[config.mk]
export PLATFORM = sky130hd
export DESIGN_NAME = rco_card
export DESIGN_NICKNAME = d
export VERILOG_FILES = /design/src/rco_card.v /design/src/rco_store.v /design/src/rco_port.v
export VERILOG_INCLUDE_DIRS = /design/src /design/src/src
export SDC_FILE = /design/constraint.sdc
export NUM_CORES = 2
export LEC_CHECK = 0
export ABC_AREA = 1
export BUFFER_PORTS_ARGS = -buffer_cell sky130_fd_sc_hd__buf_4
export CAP_MARGIN = 20
export CELL_PAD_IN_SITES_DETAIL_PLACEMENT = 1
export CELL_PAD_IN_SITES_GLOBAL_PLACEMENT = 1
export CORE_ASPECT_RATIO = 1.25
export CORE_MARGIN = 4
export CORE_UTILIZATION = 50
export CTS_CLUSTER_SIZE = 10
export DETAILED_ROUTE_END_ITERATION = 7
export PLACE_DENSITY = 0.92
export SETUP_SLACK_MARGIN = 0.05
export SYNTH_ARGS = -nofsm -noshare
export SYNTH_HDL_FRONTEND = slang
export SYNTH_HIERARCHICAL = 1
export SYNTH_SLANG_ARGS = --single-unit
[constraint.sdc]
create_clock -name core_clk -period 4.1 [get_ports core_clk]
set_input_delay 1.23 -clock core_clk [delete_from_list [all_inputs] [get_ports core_clk]]
set_output_delay 1.23 -clock core_clk [all_outputs]
set_load 0.1 [all_outputs]
[src/rco_defines.vh]
// Constants shared by the RAM card with output ports
`ifndef RCO_DEFINES_VH
`define RCO_DEFINES_VH

// ==================================================================
// Instruction cycle phases, one clock each, eight to a cycle
`define RCO_PH_A1        3'h0
`define RCO_PH_A2        3'h1
`define RCO_PH_A3        3'h2
`define RCO_PH_M1        3'h3
`define RCO_PH_M2        3'h4
`define RCO_PH_X1        3'h5
`define RCO_PH_X2        3'h6
`define RCO_PH_X3        3'h7

// ==================================================================
// Operation field of the I/O and memory instruction group
`define RCO_OPR_IO       4'hE

// Modifier codes of the I/O and memory group
`define RCO_OP_WR_MAIN   4'h0
`define RCO_OP_WR_PORT   4'h1
`define RCO_OP_RD_SUB    4'h8
`define RCO_OP_RD_MAIN   4'h9
`define RCO_OP_RD_ADD    4'hB

// Field positions inside the modifier
`define RCO_OP_DIR_BIT   3
`define RCO_OP_STAT_BIT  2
`define RCO_OP_STAT_HI   1
`define RCO_OP_STAT_LO   0

// Field positions inside the first address nibble
`define RCO_ADR_CHIP_HI  3
`define RCO_ADR_CHIP_LO  2
`define RCO_ADR_REG_HI   1
`define RCO_ADR_REG_LO   0

// ==================================================================
// Storage sizes: 8 chips x 4 registers x 16 main / 4 status chars
`define RCO_MAIN_WORDS   512
`define RCO_STAT_WORDS   128

// ==================================================================
// Reset values
`define RCO_NIBBLE_RST   4'h0
`define RCO_CHIP_RST     3'h0
`define RCO_REG_RST      2'h0
`define RCO_PORT_RST     32'h0000_0000
`define RCO_FITTED_ALL   8'hFF

`endif

[src/rco_card.v]
// RAM card with output ports: bus timing, chip selection and operation decode
`timescale 1ns/10ps
`default_nettype none
`include "rco_defines.vh"

module rco_card #(
   parameter [7:0] CHIP_FITTED = `RCO_FITTED_ALL
) (
   input  wire        core_clk,
   input  wire        reset,
   input  wire        sync,
   input  wire [1:0]  bank_command_line,
   input  wire [3:0]  bus_in,
   output wire [3:0]  bus_out,
   output wire        bus_oe_n,
   output wire [31:0] output_bits
);

   // ==================================================================
   // Decode helpers
   function chip_fitted;
      input [7:0] mask;
      input [2:0] c;
      begin
         chip_fitted = mask[c];
      end
   endfunction

   function op_reads_main;
      input [3:0] op;
      begin
         case (op)
            `RCO_OP_RD_SUB: begin
               op_reads_main = 1'b1;
            end
            `RCO_OP_RD_MAIN: begin
               op_reads_main = 1'b1;
            end
            `RCO_OP_RD_ADD: begin
               op_reads_main = 1'b1;
            end
            default: begin
               op_reads_main = 1'b0;
            end
         endcase
      end
   endfunction

   // Phase decode is only trusted once a sync has fixed the count
   function in_phase;
      input       seen;
      input [2:0] ph;
      input [2:0] want;
      begin
         in_phase = seen && (ph == want);
      end
   endfunction

   // Bank line picks the group of four, the nibble the chip inside it
   function [2:0] chip_of;
      input       upper;
      input [3:0] nib;
      begin
         chip_of = {upper, nib[`RCO_ADR_CHIP_HI:`RCO_ADR_CHIP_LO]};
      end
   endfunction

   function [1:0] reg_of;
      input [3:0] nib;
      begin
         reg_of = nib[`RCO_ADR_REG_HI:`RCO_ADR_REG_LO];
      end
   endfunction

   function op_reads_stat;
      input [3:0] op;
      begin
         op_reads_stat = op[`RCO_OP_DIR_BIT] && op[`RCO_OP_STAT_BIT];
      end
   endfunction

   function op_writes_stat;
      input [3:0] op;
      begin
         op_writes_stat = !op[`RCO_OP_DIR_BIT] && op[`RCO_OP_STAT_BIT];
      end
   endfunction

   function line_for_chip;
      input [1:0] lines;
      input [2:0] c;
      begin
         // Lines 0 and 1 each serve a group of four chips
         line_for_chip = lines[c[2]];
      end
   endfunction

   // ==================================================================
   // Declarations
   reg  [2:0] phase_reg;
   reg  [2:0] phase_next;
   reg        phase_live_reg;
   wire [2:0] phase;
   wire       phase_seen;
   reg  [3:0] rd_sel_data;

   reg  [3:0] op_field_reg;
   reg        src_pend_reg;
   reg  [2:0] chip_reg;
   reg  [1:0] reg_sel_reg;
   reg  [3:0] char_reg;
   reg        sel_valid_reg;
   reg  [3:0] io_op_reg;
   reg        io_live_reg;
   reg  [3:0] bus_out_reg;
   reg        bus_oe_n_reg;

   wire       any_line;
   wire       at_m1;
   wire       at_m2;
   wire       at_x1;
   wire       at_x2;
   wire       at_x3;
   wire       io_take;
   wire       io_write;
   wire       wr_main;
   wire       wr_stat;
   wire       wr_port;
   wire       rd_main_op;
   wire       rd_stat_op;
   wire [3:0] rd_main;
   wire [3:0] rd_stat;
   wire [1:0] stat_idx;

   // ==================================================================
   // Cycle phase tracking; sync marks phase A1
   assign phase = sync ? `RCO_PH_A1 : phase_reg;

   always @* begin
      if (phase == `RCO_PH_X3) begin
         phase_next = `RCO_PH_A1;
      end else begin
         phase_next = phase + 3'h1;
      end
   end

   always @(posedge core_clk) begin
      if (reset) begin
         phase_reg <= `RCO_PH_A1;
         phase_live_reg <= 1'b0;
      end else begin
         phase_reg <= phase_next;
         if (sync) begin
            phase_live_reg <= 1'b1;
         end
      end
   end

   // Nothing is decoded until the first sync has fixed the phase
   assign phase_seen = sync || phase_live_reg;
   assign at_m1 = in_phase(phase_seen, phase, `RCO_PH_M1);
   assign at_m2 = in_phase(phase_seen, phase, `RCO_PH_M2);
   assign at_x1 = in_phase(phase_seen, phase, `RCO_PH_X1);
   assign at_x2 = in_phase(phase_seen, phase, `RCO_PH_X2);
   assign at_x3 = in_phase(phase_seen, phase, `RCO_PH_X3);

   assign any_line = |bank_command_line;

   // ==================================================================
   // Operation field fetch
   always @(posedge core_clk) begin
      if (reset) begin
         op_field_reg <= `RCO_NIBBLE_RST;
      end else if (at_m1) begin
         op_field_reg <= bus_in;
      end
   end

   // ==================================================================
   // Address cycle: chip and register in X2, character in X3
   always @(posedge core_clk) begin
      if (reset) begin
         src_pend_reg <= 1'b0;
         chip_reg <= `RCO_CHIP_RST;
         reg_sel_reg <= `RCO_REG_RST;
         char_reg <= `RCO_NIBBLE_RST;
         sel_valid_reg <= 1'b0;
      end else begin
         src_pend_reg <= 1'b0;
         if (at_x2 && any_line && !io_live_reg) begin
            // Line 1 names the upper group of four chips
            chip_reg <= chip_of(bank_command_line[1], bus_in);
            reg_sel_reg <= reg_of(bus_in);
            src_pend_reg <= 1'b1;
         end
         if (at_x3 && src_pend_reg) begin
            char_reg <= bus_in;
            sel_valid_reg <= 1'b1;
         end
      end
   end

   // ==================================================================
   // Operation capture in M2; the bank in force then decides, since a
   // bank change after the address cycle must deselect the old group
   assign io_take = at_m2 && sel_valid_reg &&
                    line_for_chip(bank_command_line, chip_reg) &&
                    chip_fitted(CHIP_FITTED, chip_reg) &&
                    (op_field_reg == `RCO_OPR_IO);

   always @(posedge core_clk) begin
      if (reset) begin
         io_op_reg <= `RCO_NIBBLE_RST;
         io_live_reg <= 1'b0;
      end else if (io_take) begin
         io_op_reg <= bus_in;
         io_live_reg <= 1'b1;
      end else if (at_x3) begin
         // Dropped at X3 so the next address cycle is not blocked
         io_live_reg <= 1'b0;
      end
   end

   // ==================================================================
   // Operation decode; codes outside this card's set are ignored
   assign io_write = io_live_reg && !io_op_reg[`RCO_OP_DIR_BIT];
   assign wr_main = at_x2 && io_write && (io_op_reg == `RCO_OP_WR_MAIN);
   assign wr_port = at_x2 && io_write && (io_op_reg == `RCO_OP_WR_PORT);
   assign wr_stat = at_x2 && io_live_reg && op_writes_stat(io_op_reg);
   assign rd_main_op = io_live_reg && op_reads_main(io_op_reg);
   assign rd_stat_op = io_live_reg && op_reads_stat(io_op_reg);
   assign stat_idx = io_op_reg[`RCO_OP_STAT_HI:`RCO_OP_STAT_LO];

   // ==================================================================
   // Read driver: data is latched at the end of X1 so the bus sees a
   // flip-flop output for the whole of X2, then released
   // Status reads take the status row, every other read the main row
   always @* begin
      rd_sel_data = rd_main;
      if (rd_stat_op) begin
         rd_sel_data = rd_stat;
      end
   end

   // Idle data is zeroed so a released bus never shows stale characters
   always @(posedge core_clk) begin
      if (reset) begin
         bus_out_reg <= `RCO_NIBBLE_RST;
         bus_oe_n_reg <= 1'b1;
      end else if (at_x1 && (rd_main_op || rd_stat_op)) begin
         bus_out_reg <= rd_sel_data;
         bus_oe_n_reg <= 1'b0;
      end else if (at_x2) begin
         bus_out_reg <= `RCO_NIBBLE_RST;
         bus_oe_n_reg <= 1'b1;
      end
   end

   assign bus_out = bus_out_reg;
   assign bus_oe_n = bus_oe_n_reg;

   // ==================================================================
   // Storage and output ports
   // Both storages share one selection; only their row decoders differ
   rco_store u_store (
      .core_clk  (core_clk),
      .reset     (reset),
      .wr_main   (wr_main),
      .wr_stat   (wr_stat),
      .chip      (chip_reg),
      .reg_sel   (reg_sel_reg),
      .char_addr (char_reg),
      .stat_idx  (stat_idx),
      .wr_data   (bus_in),
      .rd_main   (rd_main),
      .rd_stat   (rd_stat)
   );

   // Port data comes straight off the bus in X2, with no extra stage
   rco_port u_port (
      .core_clk    (core_clk),
      .reset       (reset),
      .wr_en       (wr_port),
      .chip        (chip_reg),
      .wr_data     (bus_in),
      .output_bits (output_bits)
   );

endmodule
`default_nettype wire

[src/rco_store.v]
// Character storage of all eight memory chips with separate row decoders
`timescale 1ns/10ps
`default_nettype none
`include "rco_defines.vh"

module rco_store (
   input  wire       core_clk,
   input  wire       reset,
   input  wire       wr_main,
   input  wire       wr_stat,
   input  wire [2:0] chip,
   input  wire [1:0] reg_sel,
   input  wire [3:0] char_addr,
   input  wire [1:0] stat_idx,
   input  wire [3:0] wr_data,
   output wire [3:0] rd_main,
   output wire [3:0] rd_stat
);

   reg [3:0] main_mem [0:`RCO_MAIN_WORDS-1];
   reg [3:0] stat_mem [0:`RCO_STAT_WORDS-1];
   integer   i;

   // ==================================================================
   // Row decoders, one per storage kind
   function [8:0] main_row;
      input [2:0] c;
      input [1:0] r;
      input [3:0] ch;
      begin
         main_row = {c, r, ch};
      end
   endfunction

   function [6:0] stat_row;
      input [2:0] c;
      input [1:0] r;
      input [1:0] s;
      begin
         stat_row = {c, r, s};
      end
   endfunction

   // ==================================================================
   // Storage; reset wipes every character as the processor reset does
   always @(posedge core_clk) begin
      if (reset) begin
         for (i = 0; i < `RCO_MAIN_WORDS; i = i + 1) begin
            main_mem[i] <= `RCO_NIBBLE_RST;
         end
         for (i = 0; i < `RCO_STAT_WORDS; i = i + 1) begin
            stat_mem[i] <= `RCO_NIBBLE_RST;
         end
      end else begin
         if (wr_main) begin
            main_mem[main_row(chip, reg_sel, char_addr)] <= wr_data;
         end
         if (wr_stat) begin
            stat_mem[stat_row(chip, reg_sel, stat_idx)] <= wr_data;
         end
      end
   end

   assign rd_main = main_mem[main_row(chip, reg_sel, char_addr)];
   assign rd_stat = stat_mem[stat_row(chip, reg_sel, stat_idx)];

endmodule
`default_nettype wire

[src/rco_port.v]
// Latched 4-bit output ports, one per memory chip
`timescale 1ns/10ps
`default_nettype none
`include "rco_defines.vh"

module rco_port (
   input  wire        core_clk,
   input  wire        reset,
   input  wire        wr_en,
   input  wire [2:0]  chip,
   input  wire [3:0]  wr_data,
   output wire [31:0] output_bits
);

   reg [31:0] port_reg;

   // ==================================================================
   // Each nibble holds until the next port write to the same chip
   always @(posedge core_clk) begin
      if (reset) begin
         port_reg <= `RCO_PORT_RST;
      end else if (wr_en) begin
         port_reg[{chip, 2'b00} +: 4] <= wr_data;
      end
   end

   assign output_bits = port_reg;

endmodule
`default_nettype wire

==> results of run 1 <==
## what timing repair did
item,4_1_cts
gates cloned,0
gates resized for setup,6
endpoints found under the setup margin,4
pin swaps,1
buffers inserted,3
## metrics by stage
stage	worst slack (ns)	utilization, %	cell area (um^2)
2_1_floorplan	0.5972	-	123200
3_3_place_gp	-0.1896	54.01	132200
3_5_place_dp	-0.3774	54.01	132200
4_1_cts	0.04979	57.33	140400
## cell families after synthesis
group                    synth area share (%)
AND/OR/NAND/NOR                         31.36
buffers and inverters                   3.816
flip-flops                              63.40
AO/OA/AOI/OAI                           1.301
adder cells (fa/ha/maj)                0.1219
## per-layer routing
| layer | overflow | track usage [%] |
|---|---|---|
| met1 | 0 | 67.47 |
| met2 | 5 | 82.43 |
| met3 | 13 | 65.75 |
| met4 | 28 | 71.98 |
| met5 | 3 | 53.26 |
==> impl_metrics.toml, run 1 <==
[synthesis]
ys_seq_area_share_pct = 63.40
synth_commonest_cells = "nand2_1 (6509), nor2_1 (3136), edfxtp_1 (2560)"
yosysMostFrequentCell = "nand2_1"
synthDominantCellAreaShare_pct = 62.41
synthFlopType = "edfxtp_1"
synth-seq-cells = 2621
yosys.area.top_type = "edfxtp_1"
synth-edff-count = 2560
avgSynthCellArea_um2 = 8.722
synthArstFlopShare_pct = 0
ys_top_cells_by_area = "edfxtp_1 (62%), nand2_1 (20%), nor2_1 (9.6%), clkbuf_1 (1.7%), buf_2 (1.1%)"
synth_cell_types = 39
ys_warn_count = 6
syn_nets = 14143
netlist_area_mm2 = 0.1232
synthCells = 14122

[clocking]
htreeDepth = 5
cts_hold_buf = 0
cts-root-buf = "clkbuf_16"
cts_buffers = 305
cts.sinks = 2621
clockBufferDepth = 4

[grt]
overflow = 49
grt_max_degree = 147
antenna_found_initial = 151
grt.total_usage_pct = 71.63

[placement]
gp_congestion = 0.8963
dp.cells = 17418
place_hpwl_um = 300800
place.port_buffers = 45

[floorplanning]
die_h_um = 562.9
fp.dieW_um = 451.9
fp-row-count = 203
io_pins = 46
start_util_pct = 50.31

[sta]
endpoint_type = "register input"
postGrtWorstEndpoint = "bus_out[0]$_SDFFE_PP0P_/D"

[outcome]
error_line = "[ERROR GRT-0232] Routing congestion too high. Check the congestion heatmap in the GUI."
outcome = "stopped before the end"
lastStage = "global routing"
==> inputs of run 2 (changes only) <==
--- a/config.mk
+++ b/config.mk
@@ -9,15 +9,10 @@
 export ABC_AREA = 1
 export BUFFER_PORTS_ARGS = -buffer_cell sky130_fd_sc_hd__buf_4
 export CAP_MARGIN = 20
-export CELL_PAD_IN_SITES_DETAIL_PLACEMENT = 1
-export CELL_PAD_IN_SITES_GLOBAL_PLACEMENT = 1
-export CORE_ASPECT_RATIO = 1.25
 export CORE_MARGIN = 4
-export CORE_UTILIZATION = 50
-export CTS_CLUSTER_SIZE = 10
+export CORE_UTILIZATION = 40
 export DETAILED_ROUTE_END_ITERATION = 7
-export PLACE_DENSITY = 0.92
-export SETUP_SLACK_MARGIN = 0.05
+export PLACE_DENSITY_LB_ADDON = 0.15
 export SYNTH_ARGS = -nofsm -noshare
 export SYNTH_HDL_FRONTEND = slang
 export SYNTH_HIERARCHICAL = 1
==> run 2 against run 1 <==
The run now ends clean. Synthesized cell count unchanged. Area after synthesis unchanged.
==> impl_metrics.toml, run 2 <==
[setup_path]
cp.arrival_ns = 4.58
setup.worst_path.class = "register to register"
rr_worst_depth = 21
r2r_slack_ns = 0.35
worst_setup_path_end_kind = "register"
timing.rr.start = "char_reg[0]"
path_cells = "inv_8 -> buf_4 -> buf_4 -> nand2_1 -> nand2_1 -> nand2_1 -> nand2_1 -> nand2_1 -> nand2_1 -> nor2_1 -> nor2_1 -> nor2_1 -> nand2_1 -> nand2_1 -> nand2_1 -> nor2_1 -> nand2_1 -> nand2_1 -> nand2_1 -> nand3_1 -> a21oi_1"
cp.required_ns = 4.93
critical_path.endpoint = "bus_out[1]"
critPathSlowestCell = "buf_4"
cp_slowest_stage_delay_ns = 0.59
critPathLaunch = "char_reg[0]"
worst-path-stages = 21
crit_fanout = 58
cp_common_cell = "nand2_1"
crit_buf_inv = 3
start_kind = "register"
crit_family = "simple AND/OR/NAND/NOR gates"
rr_endpoint = "bus_out[1]"

[finish]
fillers = 29505
top_register = "u_store/main_mem"
drive_gt1_share_pct = 10.01
stdcell_area_mm2 = 0.1433
final_common_cell = "nand2_1"
largest_reg_flops = 2048
final_cell_mix = "nand2_1 (6505), nor2_1 (3121), edfxtp_1 (2560), buf_4 (798), clkbuf_16 (308)"
final_nets = 14495
syn2layout_area_growth_pct = 16.30

[synthesis]
synthFlopType = "edfxtp_1"
synth_commonest_cells = "nand2_1 (6509), nor2_1 (3136), edfxtp_1 (2560)"
syn_nets = 14143
ys_top_cells_by_area = "edfxtp_1 (62%), nand2_1 (20%), nor2_1 (9.6%), clkbuf_1 (1.7%), buf_2 (1.1%)"
synthDominantCellAreaShare_pct = 62.41
synthCells = 14122
yosysMostFrequentCell = "nand2_1"
avgSynthCellArea_um2 = 8.722
synth_cell_types = 39
ys_seq_area_share_pct = 63.40
synth-edff-count = 2560
netlist_area_mm2 = 0.1232
synth-seq-cells = 2621
ys_warn_count = 6
yosys.area.top_type = "edfxtp_1"
synthArstFlopShare_pct = 0

[sta]
slew_headroom_pct = 27.95
finalSetupTns_ns = 0
slew_violations = 0
post-route-period-util_pct = 91.45
rsz0062_at_grt = "no"
whs_ns = 0.4532
setup_violations = 0
fmax_mhz = 266.7
final.setup.worst_slack_ns = 0.3507
max_slew.worst_pin.slew_ns = 1.080
hold_viol = 0
fin_worst_skew_ns = 0.03884
period_minus_slack_ns = 3.749

[floorplanning]
fp-row-count = 203
die-area_mm2 = 0.3169
fp.dieW_um = 562.9
coreArea_mm2 = 0.3063
start_util_pct = 40.21
die_h_um = 562.9
io_pins = 46

[clocking]
cts_tree = "built"
cts-root-buf = "clkbuf_16"
cts_hold_buf = 0
clk_pin_slew_ns = 0.06
cts_setup_buffers = 0
cts_resized = 0
cts_buffers = 301
clockBufferDepth = 4
cts.sinks = 2621
clkLatencyLatePin_ns = 0.90
htreeDepth = 5

[grt]
grt_max_degree = 125
first_global_vias = 92838
grt.total_usage_pct = 22.97
grt_pass1_wl_um = 561600
overflow = 0
antenna_found_initial = 5

[pwr]
power_leakage_nw = 59.84
power.density_mw_per_mm2 = 412.4
peakVddDrop_mv = 0.3219
power_w = 0.05908

[placement]
gp_congestion = 0.8131
place_hpwl_um = 232300
place.port_buffers = 45
postPlaceCellArea_mm2 = 0.1340
dp_slack_ns = -0.2568

[route]
wl_per_cell_um = 19.70
vias = 94877
firstDrtPassIters = 5
ant_nets = 0
route.detailed.drc = 0
drtIter0Drc = 7762
routed_wl_um = 370500
drt-vias-per-instance = 5.044

[flow_run]
cap_viol_max_count = 0

[outcome]
outcome = "finished, final reports clean"

[hold_path]
min_path_type = "register to register"
## run 2: worst min path at each step
stage / startpoint / endpoint / slack, ns / cells past startpoint
detailed placement: op_field_reg[0] / op_field_reg[0] / 0.45 / 2
global route: op_field_reg[0] / op_field_reg[0] / 0.49 / 2
CTS: op_field_reg[0] / op_field_reg[0] / 0.46 / 2
finish: op_field_reg[0] / op_field_reg[0] / 0.45 / 2
floorplan: char_reg[1] / char_reg[1] / 0.42 / 2
global placement: op_field_reg[0] / op_field_reg[0] / 0.45 / 2
## run 2: kinds of logic (layout without fill, tap and decap cells)
family / after synthesis / in the layout / share of synthesized area (%)
AOI/OAI and AO/OA: 287 / 287 / 1.301
DFF: 2621 / 2621 / 63.40
adders and majority gates: 12 / 12 / 0.1219
and+or+nand+nor: 10069 / 10069 / 31.36
buffers and inverters: 1133 / 1716 / 3.816
other: 0 / 4 / 0
## run 2: layout make-up
type                       instances  area (um^2)  share of cell area [%]
timing repair buffer             962         9274                   6.474
clock inverter                   150         1280                  0.8935
tap                             4100         5130                   3.581
antenna                            4        10.01                0.006988
inverter                         220        902.1                  0.6297
sequential                      2621        78110                   54.53
multi-input combinational      10368        40550                   28.31
clock buffer                     384         7993                   5.580
## run 2: power by group
group | switching (W) | internal, W | total [W]
registers | 0.000362 | 0.0306 | 0.0310
logic | 0.00184 | 0.000555 | 0.00239
clock network | 0.0109 | 0.0148 | 0.0257
## run 2: metrics by stage
stage	util, %	cells
after global placement	43.73	18271
after global routing	46.76	18808
after detailed placement	43.73	18271
after CTS	46.76	18805
after floorplan	-	14122
final	46.77	18809
## run 2: worst reg2reg max path, stage by stage, from the launching register on
cell	delay [ns]
dfxtp_4	0.45
inv_8	0.32
buf_4	0.60
buf_4	0.53
nand2_1	0.14
nand2_1	0.09
nand2_1	0.05
nand2_1	0.06
nand2_1	0.06
nand2_1	0.13
nor2_1	0.09
nor2_1	0.10
nor2_1	0.06
nand2_1	0.06
nand2_1	0.05
nand2_1	0.19
nor2_1	0.08
nand2_1	0.19
nand2_1	0.10
nand2_1	0.10
nand3_1	0.09
a21oi_1	0.15
## run 2: per-layer routing
layer  wire, um  vias to the layer above  GRT usage (%)
met1     160300                    45569          31.07
met3      21320                      563          2.541
met5          0                        -              0
met4      10810                        0          6.430
li1           -                    45977              -
met2     178100                     2768          39.18
(Power assumes the default switching activity.)
